$ cat src/cips_defs.svh
/*
 holds the address, page, bit positions, reset value and fixed bits of the
 core interrupt priority-select register. assumes nothing of its surroundings.
*/
`ifndef CIPS_DEFS_SVH
`define CIPS_DEFS_SVH
`define CIPS_SFR_ADDR 8'hb8
`define CIPS_SFR_PAGE 8'h00
`define CIPS_BIT_SPI0 3'h6
`define CIPS_BIT_T2 3'h5
`define CIPS_BIT_UART0 3'h4
`define CIPS_BIT_T1 3'h3
`define CIPS_BIT_EXT1 3'h2
`define CIPS_BIT_T0 3'h1
`define CIPS_BIT_EXT0 3'h0
`define CIPS_BIT_FIXED 3'h7
`define CIPS_RESET_VAL 8'h80
`define CIPS_FIXED_MASK 8'h80
`define CIPS_NUM_SRC 7
`endif

$ cat src/cips_pkg.sv
/*
 types shared by the priority-select register and its arbiter.
 assumes the constants header is on the include path.
*/
`include "cips_defs.svh"
package cips_pkg;
   typedef logic [`CIPS_NUM_SRC-1:0] cips_src_t;
   typedef logic [2:0] cips_idx_t;
   typedef enum logic [1:0] {
      CIPS_LVL_NONE,
      CIPS_LVL_LOW,
      CIPS_LVL_HIGH
   } cips_lvl_t;
endpackage

$ cat src/cips_priority_select.sv
/*
 core interrupt priority-select register with its two-level nesting tracker.
 assumes the core drives a same-clock sfr bus (byte and bit access), the
 enable-masked request vector, and pulses for vector taken and return.
*/
// Summary of operation
// bit 6 sets spi0 interrupt high level
// bit 5 sets timer 2 high level
// bit 4 sets uart0 high level
// bit 3 sets timer 1 high level
// bit 2 sets external interrupt 1 high
// bit 1 sets timer 0 high level
// bit 0 sets external interrupt 0 high
// at 0xb8 page 0, bit addressable
// bit 7 reads one; others reset zero
// high preempts low; low never preempts high
`timescale 1ns/10ps
`include "cips_defs.svh"
module core_interrupt_priority_select
   import cips_pkg::*;
#(
   parameter int NSRC = `CIPS_NUM_SRC
) (
   input wire logic clock, // system clock
   input wire logic rstn, // synchronous reset, active low
   input wire logic [7:0] sfr_addr, // sfr address
   input wire logic [7:0] sfr_page, // current sfr page
   input wire logic sfr_wr, // byte write strobe
   input wire logic sfr_rd, // read strobe
   input wire logic sfr_bit_wr, // single-bit write strobe
   input wire logic [2:0] sfr_bit_sel, // bit number for bit write
   input wire logic [7:0] sfr_wdata, // write data, bit value in bit 0
   input wire cips_pkg::cips_src_t irq_req, // enable-masked requests
   input wire logic irq_ack, // core vectors to irq_idx
   input wire logic irq_ret, // reti executed
   output logic [7:0] sfr_rdata, // read data, registered
   output logic sfr_hit, // read hit this register
   output cips_pkg::cips_src_t high_level, // priority bits to the core
   output logic irq_take, // request to vector now
   output cips_pkg::cips_idx_t irq_idx, // source to vector to
   output logic irq_is_high, // chosen source is high level
   output cips_pkg::cips_lvl_t active_lvl // level being serviced
);
   import cips_pkg::*;

   // the register has exactly seven level bits; other counts cannot map to it
   if (NSRC != `CIPS_NUM_SRC) begin : g_bad_nsrc
      $error("source count must match the register width");
   end

   logic [6:0] prio_q;
   logic in_low_q, in_high_q;
   logic hi_any, lo_any;
   cips_idx_t hi_idx, lo_idx;
   logic sel;
   logic [7:0] reg_view;

   function automatic logic addr_hit(input logic [7:0] a, input logic [7:0] p);
      return (a == `CIPS_SFR_ADDR) && (p == `CIPS_SFR_PAGE);
   endfunction

   assign sel = addr_hit(sfr_addr, sfr_page);
   assign reg_view = `CIPS_FIXED_MASK | {1'b0, prio_q};

   // bit writes to bit 7 fall through: fixed bit ignores writes
   always_ff @(posedge clock) begin
      if (!rstn) begin
         prio_q <= 7'(`CIPS_RESET_VAL & ~`CIPS_FIXED_MASK);
      end else if (sel && sfr_wr) begin
         prio_q <= sfr_wdata[6:0];
      end else if (sel && sfr_bit_wr && sfr_bit_sel != `CIPS_BIT_FIXED) begin
         prio_q[sfr_bit_sel] <= sfr_wdata[0];
      end
   end

   always_ff @(posedge clock) begin
      if (!rstn) begin
         sfr_rdata <= 8'h00;
         sfr_hit <= 1'b0;
      end else begin
         sfr_hit <= sel && sfr_rd;
         sfr_rdata <= (sel && sfr_rd) ? reg_view : 8'h00;
      end
   end

   always_ff @(posedge clock) begin
      if (!rstn) begin
         high_level <= '0;
      end else begin
         high_level[`CIPS_BIT_SPI0] <= prio_q[`CIPS_BIT_SPI0];
         high_level[`CIPS_BIT_T2] <= prio_q[`CIPS_BIT_T2];
         high_level[`CIPS_BIT_UART0] <= prio_q[`CIPS_BIT_UART0];
         high_level[`CIPS_BIT_T1] <= prio_q[`CIPS_BIT_T1];
         high_level[`CIPS_BIT_EXT1] <= prio_q[`CIPS_BIT_EXT1];
         high_level[`CIPS_BIT_T0] <= prio_q[`CIPS_BIT_T0];
         high_level[`CIPS_BIT_EXT0] <= prio_q[`CIPS_BIT_EXT0];
      end
   end

   cips_arbiter #(.NSRC(NSRC)) u_arb (
      .req(irq_req),
      .high_sel(prio_q),
      .hi_any(hi_any),
      .lo_any(lo_any),
      .hi_idx(hi_idx),
      .lo_idx(lo_idx)
   );

   // nesting: only a high request may interrupt a low routine
   always_ff @(posedge clock) begin
      if (!rstn) begin
         irq_take <= 1'b0;
         irq_idx <= '0;
         irq_is_high <= 1'b0;
      end else begin
         irq_take <= !irq_ack && !in_high_q && (hi_any || (lo_any && !in_low_q));
         irq_idx <= hi_any ? hi_idx : lo_idx;
         irq_is_high <= hi_any;
      end
   end

   // a return closes the innermost level; high is always innermost
   always_ff @(posedge clock) begin
      if (!rstn) begin
         in_low_q <= 1'b0;
         in_high_q <= 1'b0;
      end else if (irq_ack) begin
         if (irq_is_high) begin
            in_high_q <= 1'b1;
         end else begin
            in_low_q <= 1'b1;
         end
      end else if (irq_ret) begin
         if (in_high_q) begin
            in_high_q <= 1'b0;
         end else begin
            in_low_q <= 1'b0;
         end
      end
   end

   always_ff @(posedge clock) begin
      if (!rstn) begin
         active_lvl <= CIPS_LVL_NONE;
      end else begin
         active_lvl <= in_high_q ? CIPS_LVL_HIGH : (in_low_q ? CIPS_LVL_LOW : CIPS_LVL_NONE);
      end
   end
endmodule // core_interrupt_priority_select

$ cat src/cips_arbiter.sv
/*
 picks the winning source among enabled pending requests, given the
 priority-select bits. assumes requests are already masked by the enables.
 lower index wins within a level, as in the fixed polling order.
*/
`timescale 1ns/10ps
`include "cips_defs.svh"
module cips_arbiter
   import cips_pkg::*;
#(
   parameter int NSRC = `CIPS_NUM_SRC
) (
   input wire cips_pkg::cips_src_t req, // masked pending requests
   input wire cips_pkg::cips_src_t high_sel, // per-source high level select
   output logic hi_any, // some high-level request pending
   output logic lo_any, // some low-level request pending
   output cips_pkg::cips_idx_t hi_idx, // winning high-level source
   output cips_pkg::cips_idx_t lo_idx // winning low-level source
);
   import cips_pkg::*;

   function automatic cips_idx_t first_set(input cips_src_t v);
      cips_idx_t r;
      r = '0;
      for (int i = NSRC - 1; i >= 0; i--) begin
         if (v[i]) begin
            r = cips_idx_t'(i);
         end
      end
      return r;
   endfunction

   always_comb begin
      hi_any = |(req & high_sel);
      lo_any = |(req & ~high_sel);
      hi_idx = first_set(req & high_sel);
      lo_idx = first_set(req & ~high_sel);
   end
endmodule // cips_arbiter

$ cat config.mk
export PLATFORM = sky130hd
export DESIGN_NAME = core_interrupt_priority_select
export DESIGN_NICKNAME = d
export VERILOG_FILES = /design/src/cips_pkg.sv /design/src/cips_priority_select.sv /design/src/cips_arbiter.sv
export VERILOG_INCLUDE_DIRS = /design/src /design/src/src
export SDC_FILE = /design/constraint.sdc
export NUM_CORES = 1
export LEC_CHECK = 0
export BUFFER_PORTS_ARGS = -buffer_cell sky130_fd_sc_hd__buf_2
export CAP_MARGIN = 20
export CORE_MARGIN = 10
export CORE_UTILIZATION = 46
export DETAILED_ROUTE_END_ITERATION = 8
export PLACE_DENSITY = 0.79
export RECOVER_POWER = 25
export SYNTH_ARGS = -nofsm -noshare
export SYNTH_HDL_FRONTEND = slang
export SYNTH_SLANG_ARGS = --single-unit
$ cat constraint.sdc
create_clock -name clock -period 1.8 [get_ports clock]
set_input_delay 0.09 -clock clock [delete_from_list [all_inputs] [get_ports clock]]
set_output_delay 0.09 -clock clock [all_outputs]
set_load 0.02 [all_outputs]
Word-level counts from Yosys, hierarchy flattened
Index checks and enable logic that the tools add are counted.
Word-level totals
  bits in registers: 32
  output and inout bits: 23
  word-level logic and storage cells: 75
  bits of input ports: 41
Operators by class
  order comparisons: 2
  reduce and logical (&&, ||, !) cells: 22
  equality and inequality tests: 5
  multiplexer cells: 30
  bitwise logic cells: 4
Operators by type and width (number)
  $mux W3: 15
  $and A7 B7 Y7: 2
  $mux W7: 2
  $reduce_or A7 Y1: 2
  $logic_and A1 B1 Y1: 9
  $mux W1: 9
  $eq A8 B8 Y1 const B: 1
  $logic_not A8 Y1: 1
  $mux W8: 1
  $bwmux W7: 1
  $not A7 Y7: 1
  $lt A3 B4 Y1 const B: 1
  $ne A2 B2 Y1 const B: 2
  $reduce_and A2 Y1: 2
  $reduce_bool A2 Y1: 2
  $demux W1 S3: 1
  $ge A3 B1 Y1 const B: 1
  $logic_not A1 Y1: 3
  $ne A3 B3 Y1 const B: 1
  $reduce_and A3 Y1: 1
  $mux W2: 1
  $ne A2 B1 Y1 const B: 1
  $reduce_or A2 Y1: 1
  $logic_or A1 B1 Y1: 1
  $not A1 Y1: 1

Logic depth before layout (Yosys ltp)
Gate-level depths: netlist of run 1.
  word-level depth: 10
  gate-level depth with buffers: 6
  depth with buffers taken out: 5

Modules after synthesis
A second synthesis of run 1 with hierarchy kept.
Unflattened totals
  cell total of the unflattened synthesis: 158
  area, all modules: 1425.1 um^2
By module, submodules not included
  core_interrupt_priority_select: area an instance 1209.9 um^2, sequential area each 620.6 um^2, times used 1, cells each 122
  cips_arbiter: area an instance 215.2 um^2, sequential area each 0.0 um^2, times used 1, cells each 36

Worst setup path after synthesis of run 1
No wires, ideal clock.
  path kind: reg-to-reg
  start point: register prio_q[5]
  end point: register irq_idx[0]
  period minus slack after synthesis: 1375 ps
  arrival: 1296 ps
  setup slack: 425 ps
  setup time: 79 ps
  buffers on the path: 0
  data required time: 1721 ps
  stages on the path, launching flop included: 5
  cells stage by stage: dfxtp_1 a222oi_1 nand4_2 xnor2_1 a211oi_2
Between the ends
  cells in the longest elaborated chain, start to end: 9
  elaborated cells on any way between the ends: 17
  those cells by class: mux (13); bitwise (3); reduce/logical (1)
Ends and longest elaborated chain
  start: declaration: RTL line cips_priority_select.sv:51  | logic [6:0] prio_q;
  start signal: assignment: RTL line cips_priority_select.sv:68  | prio_q <= 7'(`CIPS_RESET_VAL & ~`CIPS_FIXED_MASK);
  start signal: assignment: RTL line cips_priority_select.sv:70  | prio_q <= sfr_wdata[6:0];
  start signal: indexed assignment: RTL line cips_priority_select.sv:72  | prio_q[sfr_bit_sel] <= sfr_wdata[0];
  $not A7 Y7: RTL line cips_arbiter.sv:37  | lo_idx = first_set(req & ~high_sel);
  $and A7 B7 Y7: RTL line cips_arbiter.sv:37
  $mux W3 (6 in series): RTL line cips_arbiter.sv:26  | if (v[i]) begin
  $mux W3 (*): RTL line cips_priority_select.sv:117  | irq_idx <= hi_any ? hi_idx : lo_idx;
  end signal: assignment: RTL line cips_priority_select.sv:117
  end: declaration: RTL line cips_priority_select.sv:40  | output cips_pkg::cips_idx_t irq_idx,
Mark *: on every way between the ends. The rest lies on a longest branch, timed or not.
A chain may end at the register's enable or synchronous reset.

Worst setup path in the final report of run 1
  start point: register prio_q[6]
  end point: register irq_idx[0]
Between the ends
  cells in the longest elaborated chain, start to end: 3
Ends and longest elaborated chain
  $and A7 B7 Y7: RTL line cips_arbiter.sv:34  | hi_any = |(req & high_sel);
  $reduce_or A7 Y1: RTL line cips_arbiter.sv:34
  $mux W3: RTL line cips_priority_select.sv:117
No other way between the ends.

==> results of run 1 <==
[power by group through the flow]
stage	clock [mW]	combinational, mW	sequential [mW]
final	0.562	0.136	0.694
after global routing	0.609	0.153	0.695
after CTS	0.570	0.137	0.694
after detailed placement	0	0.132	0.710
after global placement	0	0.131	0.709
after floorplan	0	0.0557	0.715
[worst max-delay path, stage by stage (launching register included)]
cell,delay [ns]
dfxtp_1,0.37
a222oi_1,0.39
nand4_2,0.30
a211oi_1,0.36
a211oi_2,0.05
[logic make-up after synthesis]
kind of cell,after synthesis,share of synthesized area
flip-flops,31,0.440
XOR/XNOR,1,0.00621
AND/OR/NAND/NOR,75,0.329
AO/OA/AOI/OAI,40,0.192
buffers and inverters,11,0.0328
[sequential cells by signal, summed over array words and instances, names as in the netlist]
| signal | count |
|---|---|
| sfr_rdata | 8 |
| high_level | 7 |
| prio_q | 7 |
| irq_idx | 3 |
| active_lvl | 2 |
| in_high_q | 1 |
| in_low_q | 1 |
| irq_is_high | 1 |
| irq_take | 1 |
[cell usage after synthesis]
library cell / n / area [um^2]
nand4_2: 2 / 25.0
buf_2: 1 / 5.00
and4bb_2: 1 / 12.5
nor4_4: 1 / 21.3
a211oi_2: 1 / 12.5
o311a_1: 1 / 10.0
nor4_1: 1 / 6.26
o32ai_1: 1 / 8.76
and2_2: 2 / 15.0
or2b_2: 1 / 8.76
nand2b_1: 2 / 12.5
dfxtp_1: 31 / 621
nor4b_2: 3 / 45.0
a22oi_1: 1 / 7.51
a222oi_1: 1 / 10.0
and2b_1: 1 / 7.51
buf_4: 1 / 7.51
a21bo_2: 1 / 10.0
and3b_1: 1 / 8.76
a31oi_1: 5 / 31.3
nand3_1: 3 / 15.0
nor2b_1: 3 / 18.8
clkbuf_1: 3 / 11.3
a211oi_1: 4 / 30.0
o21ai_0: 12 / 60.1
inv_1: 6 / 22.5
nor3_1: 4 / 20.0
o22a_1: 2 / 17.5
nand3_2: 1 / 10.0
and2_1: 12 / 75.1
nor2_1: 16 / 60.1
a21oi_1: 5 / 25.0
and4b_1: 1 / 10.0
nand4_1: 1 / 6.26
nor2_2: 1 / 6.26
a32oi_1: 1 / 8.76
nor2b_2: 1 / 8.76
a41oi_1: 2 / 17.5
xnor2_1: 1 / 8.76
nand2_1: 15 / 56.3
nand3b_1: 2 / 15.0
a21boi_0: 3 / 22.5
[layer usage]
metal	vias up	wire, um	part of all wire
li1	705	-	-
met1	608	1410	0.38
met2	67	1760	0.47
met3	11	439	0.12
met4	0	107	0.029
met5	-	0	0
[how the worst min path moves through the flow]
stage	slack (ns)	startpoint	end	depth (start not counted)
after floorplan	0.16	irq_ack	irq_take$_SDFF_PN0_	1
after global placement	0.31	irq_ack	irq_take$_SDFF_PN0_	2
after detailed placement	0.31	irq_ack	irq_take$_SDFF_PN0_	2
after CTS	0.004	sfr_wdata[5]	prio_q[5]$_SDFFE_PN0P_	2
after global routing	0.02	sfr_wdata[5]	prio_q[5]$_SDFFE_PN0P_	2
final	0.02	sfr_wdata[5]	prio_q[5]$_SDFFE_PN0P_	2
[per-stage QoR]
step | total power [mW] | std cells | util | worst slack, ns | area (um^2)
after floorplan | 0.771 | 158 | - | 0.425 | 1410
after global placement | 0.841 | 251 | 0.587 | 0.345 | 1760
after detailed placement | 0.842 | 251 | 0.587 | 0.309 | 1760
after CTS | 1.40 | 261 | 0.622 | 0.224 | 1870
after global routing | 1.46 | 261 | 0.617 | 0.0436 | 1850
final | 1.39 | 261 | 0.617 | 0.216 | 1850
[cell type report]
cell class / count / area share
well taps: 33 / 0.0223
clock inverters: 2 / 0.0189
repair buffers: 67 / 0.186
flip-flops and latches: 31 / 0.335
multi-input cells: 116 / 0.398
clock buffers: 6 / 0.0277
inverters: 6 / 0.0122
[cells in the final DEF (no fill, tap or decap), types with 2 or more instances in the layout]
cell / instances
nand4_2: 2
and2_2: 2
clkbuf_1: 3
nand3b_1: 2
dfxtp_1: 31
a211oi_1: 4
nand2_1: 15
a21boi_0: 3
a41oi_1: 2
a31oi_1: 5
nor2b_1: 3
and2_0: 2
clkbuf_4: 5
nand3_1: 3
nand2b_1: 2
dlygate4sd3_1: 2
a21oi_1: 5
o22a_1: 2
buf_2: 61
and2_1: 10
nor4b_2: 2
o21ai_0: 12
nor3_1: 4
nor2_1: 16
inv_1: 6
==> metrics.yaml, run 1 <==
run_status:
  status: "finished clean"
layout:
  fill_cells: 281
  diodes: 0
  final_layout_size_suffix_gt1_frac: 0.368
  areaGrowthSynthToFinish_pct: 31.3
  nNetsFinal: 268
  ff_latch_area_um2: 621
  multi_input_area_um2: 738
clocking:
  root_buffer: "clkbuf_4"
  cts_tree: "done"
  numCtsBuffers: 5
  cts-resized-gates: 0
  cts_sinks: 31
  htree_levels: 2
  holdBufCountCts: 2
  postCtsSetupBuffers: 0
  worstSkewPairLatency_ns: 0.33
  path_clk_slew_ns: 0.10
  cts.path.max_buffers: 2
sta:
  fin_worst_skew_ns: 0.00922
  drv_slew: 0
  tightest_slew_ns: 0.494
  fmax_ghz: 0.632
  fin_tns_setup_ns: 0
  holdWs_ns: 0.0166
  finalCritPeriodShare: 0.880
  finalHoldViolations: 0
  rsz0062_at_grt: "no"
  period_minus_slack_ns: 1.58
  setup_viol: 0
  maxSlewHeadroom: 0.666
synth:
  synth_cells: 158
  synth.distinct_cells: 42
  ys_warn_count: 0
  avgSynthCellArea_um2: 8.93
  synth_nets: 199
  netlist_area_um2: 1410
  yosysSeqAreaShare: 0.440
  synth_seq_cells: 31
pwr:
  p_comb_frac: 0.098
  pwr-share-seq: 0.498
  ir_drop_mv: 0.351
  pwr-share-clk: 0.404
  leakagePower_nw: 0.835
  switching_share: 0.222
  internal_power_mw: 1.08
  switchingPower_uw: 309
  power.density_nw_per_um2: 751
die:
  die_height_um: 75.4
  start_util: 0.470
  row_count: 20
  ioPinCount: 64
  die-area_um2: 5680
  core_um2: 3000
  die_x_um: 75.4
setup_path:
  timing_worst_setup_path_type: "flop to flop"
  start_kind: "flop"
  crit_path_end_kind: "flop"
  worstPathArrival_ns: 1.79
  reg2regPathDepth: 4
  reg2reg_from: "prio_q[6]$_SDFFE_PN0P_"
  critPathMaxFanout: 6
  startpoint: "prio_q[6]$_SDFFE_PN0P_"
  r2r_setup_slack_ns: 0.22
  required_ns: 2.01
  endpoint: "irq_idx[0]$_SDFF_PN0_"
  r2r_end: "irq_idx[0]$_SDFF_PN0_"
routing:
  drt_iter0_markers: 108
  via_per_inst: 5.33
  firstDrtPassIters: 4
  ant_nets: 0
  wirelength_um: 3720
  vias: 1391
  wire_per_inst_um: 14.2
  drc_errors: 0
grt:
  grt-ovfl-total: 0
  grtUsageMet2: 0.228
  grt_max_degree: 25
  busiest_layer: "met2"
  grt_pass1_vias: 1377
  met1_usage: 0.150
  grt_usage: 0.139
  grt_use_met3: 0.0573
  antenna_found_initial: 0
  grt_pass1_wl_um: 6110
worst_hold_path:
  min_path_type: "input port to flop"
placement:
  finalWeightedCongestion: 0.862
  dp_hpwl_um: 2950
  io_buffers: 62
flow_run:
  drv_cap: 0
Power figures use the tool's default switching activity.
==> run 2, diff against run 1 <==
Settings changed: ABC_AREA set to 1, CORE_UTILIZATION 46 to 47.
==> metrics.yaml, run 2 <==
grt:
  antenna_found_initial: 0  # unchanged
  grt_max_degree: 21  # -16%
  grt-ovfl-total: 0  # unchanged
  grt_pass1_wl_um: 6450  # +5.5%
  grt_pass1_vias: 1564  # +14%
  grt_usage: 0.130  # -0.00879
layout:
  fill_cells: 306  # +8.9%
  design_area_um2: 1930  # +4.1%
  diodes: 0  # unchanged
  final_common_cell: "nand2_1"
  nNetsFinal: 350  # +31%
  top_regs: "sfr_rdata x8, high_level x7, prio_q x7"
  layout_common_cells: "nand2_1 (79), buf_2 (60), nor2_1 (51), inv_1 (32), dfxtp_1 (31)"
  regMostFlops: "sfr_rdata"
  largest_reg_flops: 8  # unchanged
  final_core_utilization: 0.622  # +0.00469
  areaGrowthSynthToFinish_pct: 25.4
  final_layout_size_suffix_gt1_frac: 0.252  # -0.117
placement:
  dp_hpwl_um: 3070  # +4.1%
  io_buffers: 62  # unchanged
  placed_cell_area_um2: 1870  # +6.1%
  finalWeightedCongestion: 0.834  # -3.2%
synth:
  synth_nets: 285  # +43%
  ys_warn_count: 0  # unchanged
  synth_common_cells: "nand2_1 (79), nor2_1 (51), inv_1 (32)"
  avgSynthCellArea_um2: 6.31  # -29%
  synth.distinct_cells: 18  # -57%
  synth-edff-count: 0  # unchanged
  synth_top_area_frac: 0.403  # -0.0365
  synth_seq_cells: 31  # unchanged
  ys.flop_type: "dfxtp_1"
  netlist_area_um2: 1540  # +9.0%
  async_flop_share: 0  # unchanged
  synth_top_area_cell: "dfxtp_1"
  yosysSeqAreaShare: 0.403  # -0.0365
  ys_top_cells_by_area: "dfxtp_1 (40%), nand2_1 (19%), nor2_1 (12%)"
  synth.most_common_cell: "nand2_1"
  synth_cells: 244  # +54%
setup_path:
  r2r_setup_slack_ns: 0.52  # +0.30 ns
  crit_family: "simple AND/OR/NAND/NOR gates"
  startpoint: "prio_q[1]$_SDFFE_PN0P_"
  r2r_end: "irq_idx[1]$_SDFF_PN0_"
  worstPathArrival_ns: 1.53  # -0.26 ns
  reg2reg_from: "prio_q[1]$_SDFFE_PN0P_"
  cpMostUsedCell: "nand2_1"
  path_buf_inv: 1  # +1
  path_depth: 8  # +4
  start_kind: "flop"
  timing_worst_setup_path_type: "flop to flop"
  crit_slowest_cell: "dfxtp_1"
  worstPathCellList: "nand2_1 > nand2_1 > inv_1 > nand2_1 > nor2_1 > nor2_1 > nand3_1 > o21ai_0"
  max_stage_delay_ns: 0.42  # +0.03 ns
  required_ns: 2.05  # +0.04 ns
  endpoint: "irq_idx[1]$_SDFF_PN0_"
  crit_path_end_kind: "flop"
  reg2regPathDepth: 8  # +4
  critPathMaxFanout: 4  # -2
routing:
  drc_errors: 0  # unchanged
  drt_iter0_markers: 102  # -5.6%
  vias: 1606  # +15%
  firstDrtPassIters: 4  # unchanged
  wire_per_inst_um: 10.6  # -26%
  via_per_inst: 4.54  # -15%
  wirelength_um: 3740  # +0.62%
  ant_nets: 0  # unchanged
clocking:
  numCtsBuffers: 5  # unchanged
  cts_tree: "done"
  cts.path.max_buffers: 2  # unchanged
  path_clk_slew_ns: 0.10  # about the same
  cts_sinks: 31  # unchanged
  htree_levels: 2  # unchanged
  worstSkewPairLatency_ns: 0.33  # about the same
  root_buffer: "clkbuf_4"
die:
  ioPinCount: 64  # unchanged
  row_count: 20  # unchanged
  die_height_um: 77.2  # +2.4%
  die-area_um2: 5960  # +4.9%
  core_um2: 3100  # +3.3%
  start_util: 0.496  # +0.0260
  die_x_um: 77.2  # +2.4%
sta:
  fin_worst_skew_ns: 0.00910  # -0.000128 ns
  holdWs_ns: 0.0176  # +0.00101 ns
  fin_tns_setup_ns: 0  # unchanged
  setup_viol: 0  # unchanged
  maxSlewHeadroom: 0.733  # +0.0673
  finalHoldViolations: 0  # unchanged
  drv_slew: 0  # unchanged
  fmax_ghz: 0.782  # +24%
  period_minus_slack_ns: 1.28  # -0.304 ns
  rsz0062_at_grt: "no"
  finalCritPeriodShare: 0.711  # -0.169
  tightest_slew_ns: 0.399  # -0.0951 ns
worst_hold_path:
  min_path_type: "input port to flop"
pwr:
  leakagePower_nw: 1.14  # +36%
  ir_drop_mv: 0.363  # +3.4%
  power.density_nw_per_um2: 625  # -17%
run_status:
  status: "finished clean"
flow_run:
  drv_cap: 0  # unchanged
[run 2: changes by cell type after synthesis, moves of 4 or more]
cell / previous run / this run
nand2_2: 0 / 4
o21ai_0: 12 / 4
nand4_1: 1 / 7
and2_1: 12 / 0
nand2_1: 15 / 79
nor2_1: 16 / 51
a211oi_1: 4 / 0
a31oi_1: 5 / 0
inv_1: 6 / 32
nand3_1: 3 / 17
[run 2: worst reg2reg max path: stages, from the launching register on]
cell     delay [ns]
dfxtp_1        0.42
nand2_1        0.09
nand2_1        0.07
inv_1          0.05
nand2_1        0.08
nor2_1         0.07
nor2_1         0.20
nand3_1        0.10
o21ai_0        0.10
[run 2: cells by family after synthesis]
group,count (synthesis),synth area share
AOI/OAI and AO/OA,11,0.0382
buffers and inverters,37,0.101
DFF,31,0.403
and+or+nand+nor,165,0.458
[run 2: area by class of cell]
cell class	count	area (um^2)	share of cell area
Multi-Input combinational cell	176	763	0.396
Sequential cell	31	621	0.322
Inverter	32	120	0.0623
Clock buffer	5	37.5	0.0195
Clock inverter	3	15.0	0.00778
Tap cell	44	55.1	0.0285
Timing Repair Buffer	63	318	0.165
[run 2: metrics by stage]
stage	worst slack [ns]	total power, mW	cells
floorplan	0.751	0.781	244
detailed placement	0.556	0.844	345
finish	0.521	1.20	354
global placement	0.585	0.842	345
global route	0.387	1.28	354
CTS	0.547	1.22	353
[run 2: routing by layer]
layer,part of all wire,track usage,vias up
met3,0.10,0.0676,6
li1,-,-,875
met5,0,0,-
met1,0.43,0.131,674
met4,0.019,0.0620,0
met2,0.45,0.217,51
[run 2: where the power goes]
part / switching (mW) / internal [mW]
sequential: 0.00148 / 0.692
combinational: 0.0783 / 0.0584
clock: 0.230 / 0.145
[run 2: what timing repair did]
item                                   4_1_cts  5_1_grt
gates resized for setup                      0        0
endpoints found under the hold margin        0        1
setup buffers                                0        0
hold buffers                                 0        1
[run 2: worst min-delay path by stage]
| stage | start | end | slack (ns) | cells after the start |
|---|---|---|---|---|
| 2_1_floorplan | irq_ack | in_high_q$_SDFFE_PN0P_ | 0.23 | 2 |
| 3_3_place_gp | irq_ack | in_high_q$_SDFFE_PN0P_ | 0.36 | 3 |
| 3_5_place_dp | irq_ack | in_high_q$_SDFFE_PN0P_ | 0.36 | 3 |
| 4_1_cts | irq_ack | in_high_q$_SDFFE_PN0P_ | 0.003 | 3 |
| 5_1_grt | irq_ret | in_high_q$_SDFFE_PN0P_ | 0.02 | 4 |
| 6_report | irq_ret | in_high_q$_SDFFE_PN0P_ | 0.02 | 4 |
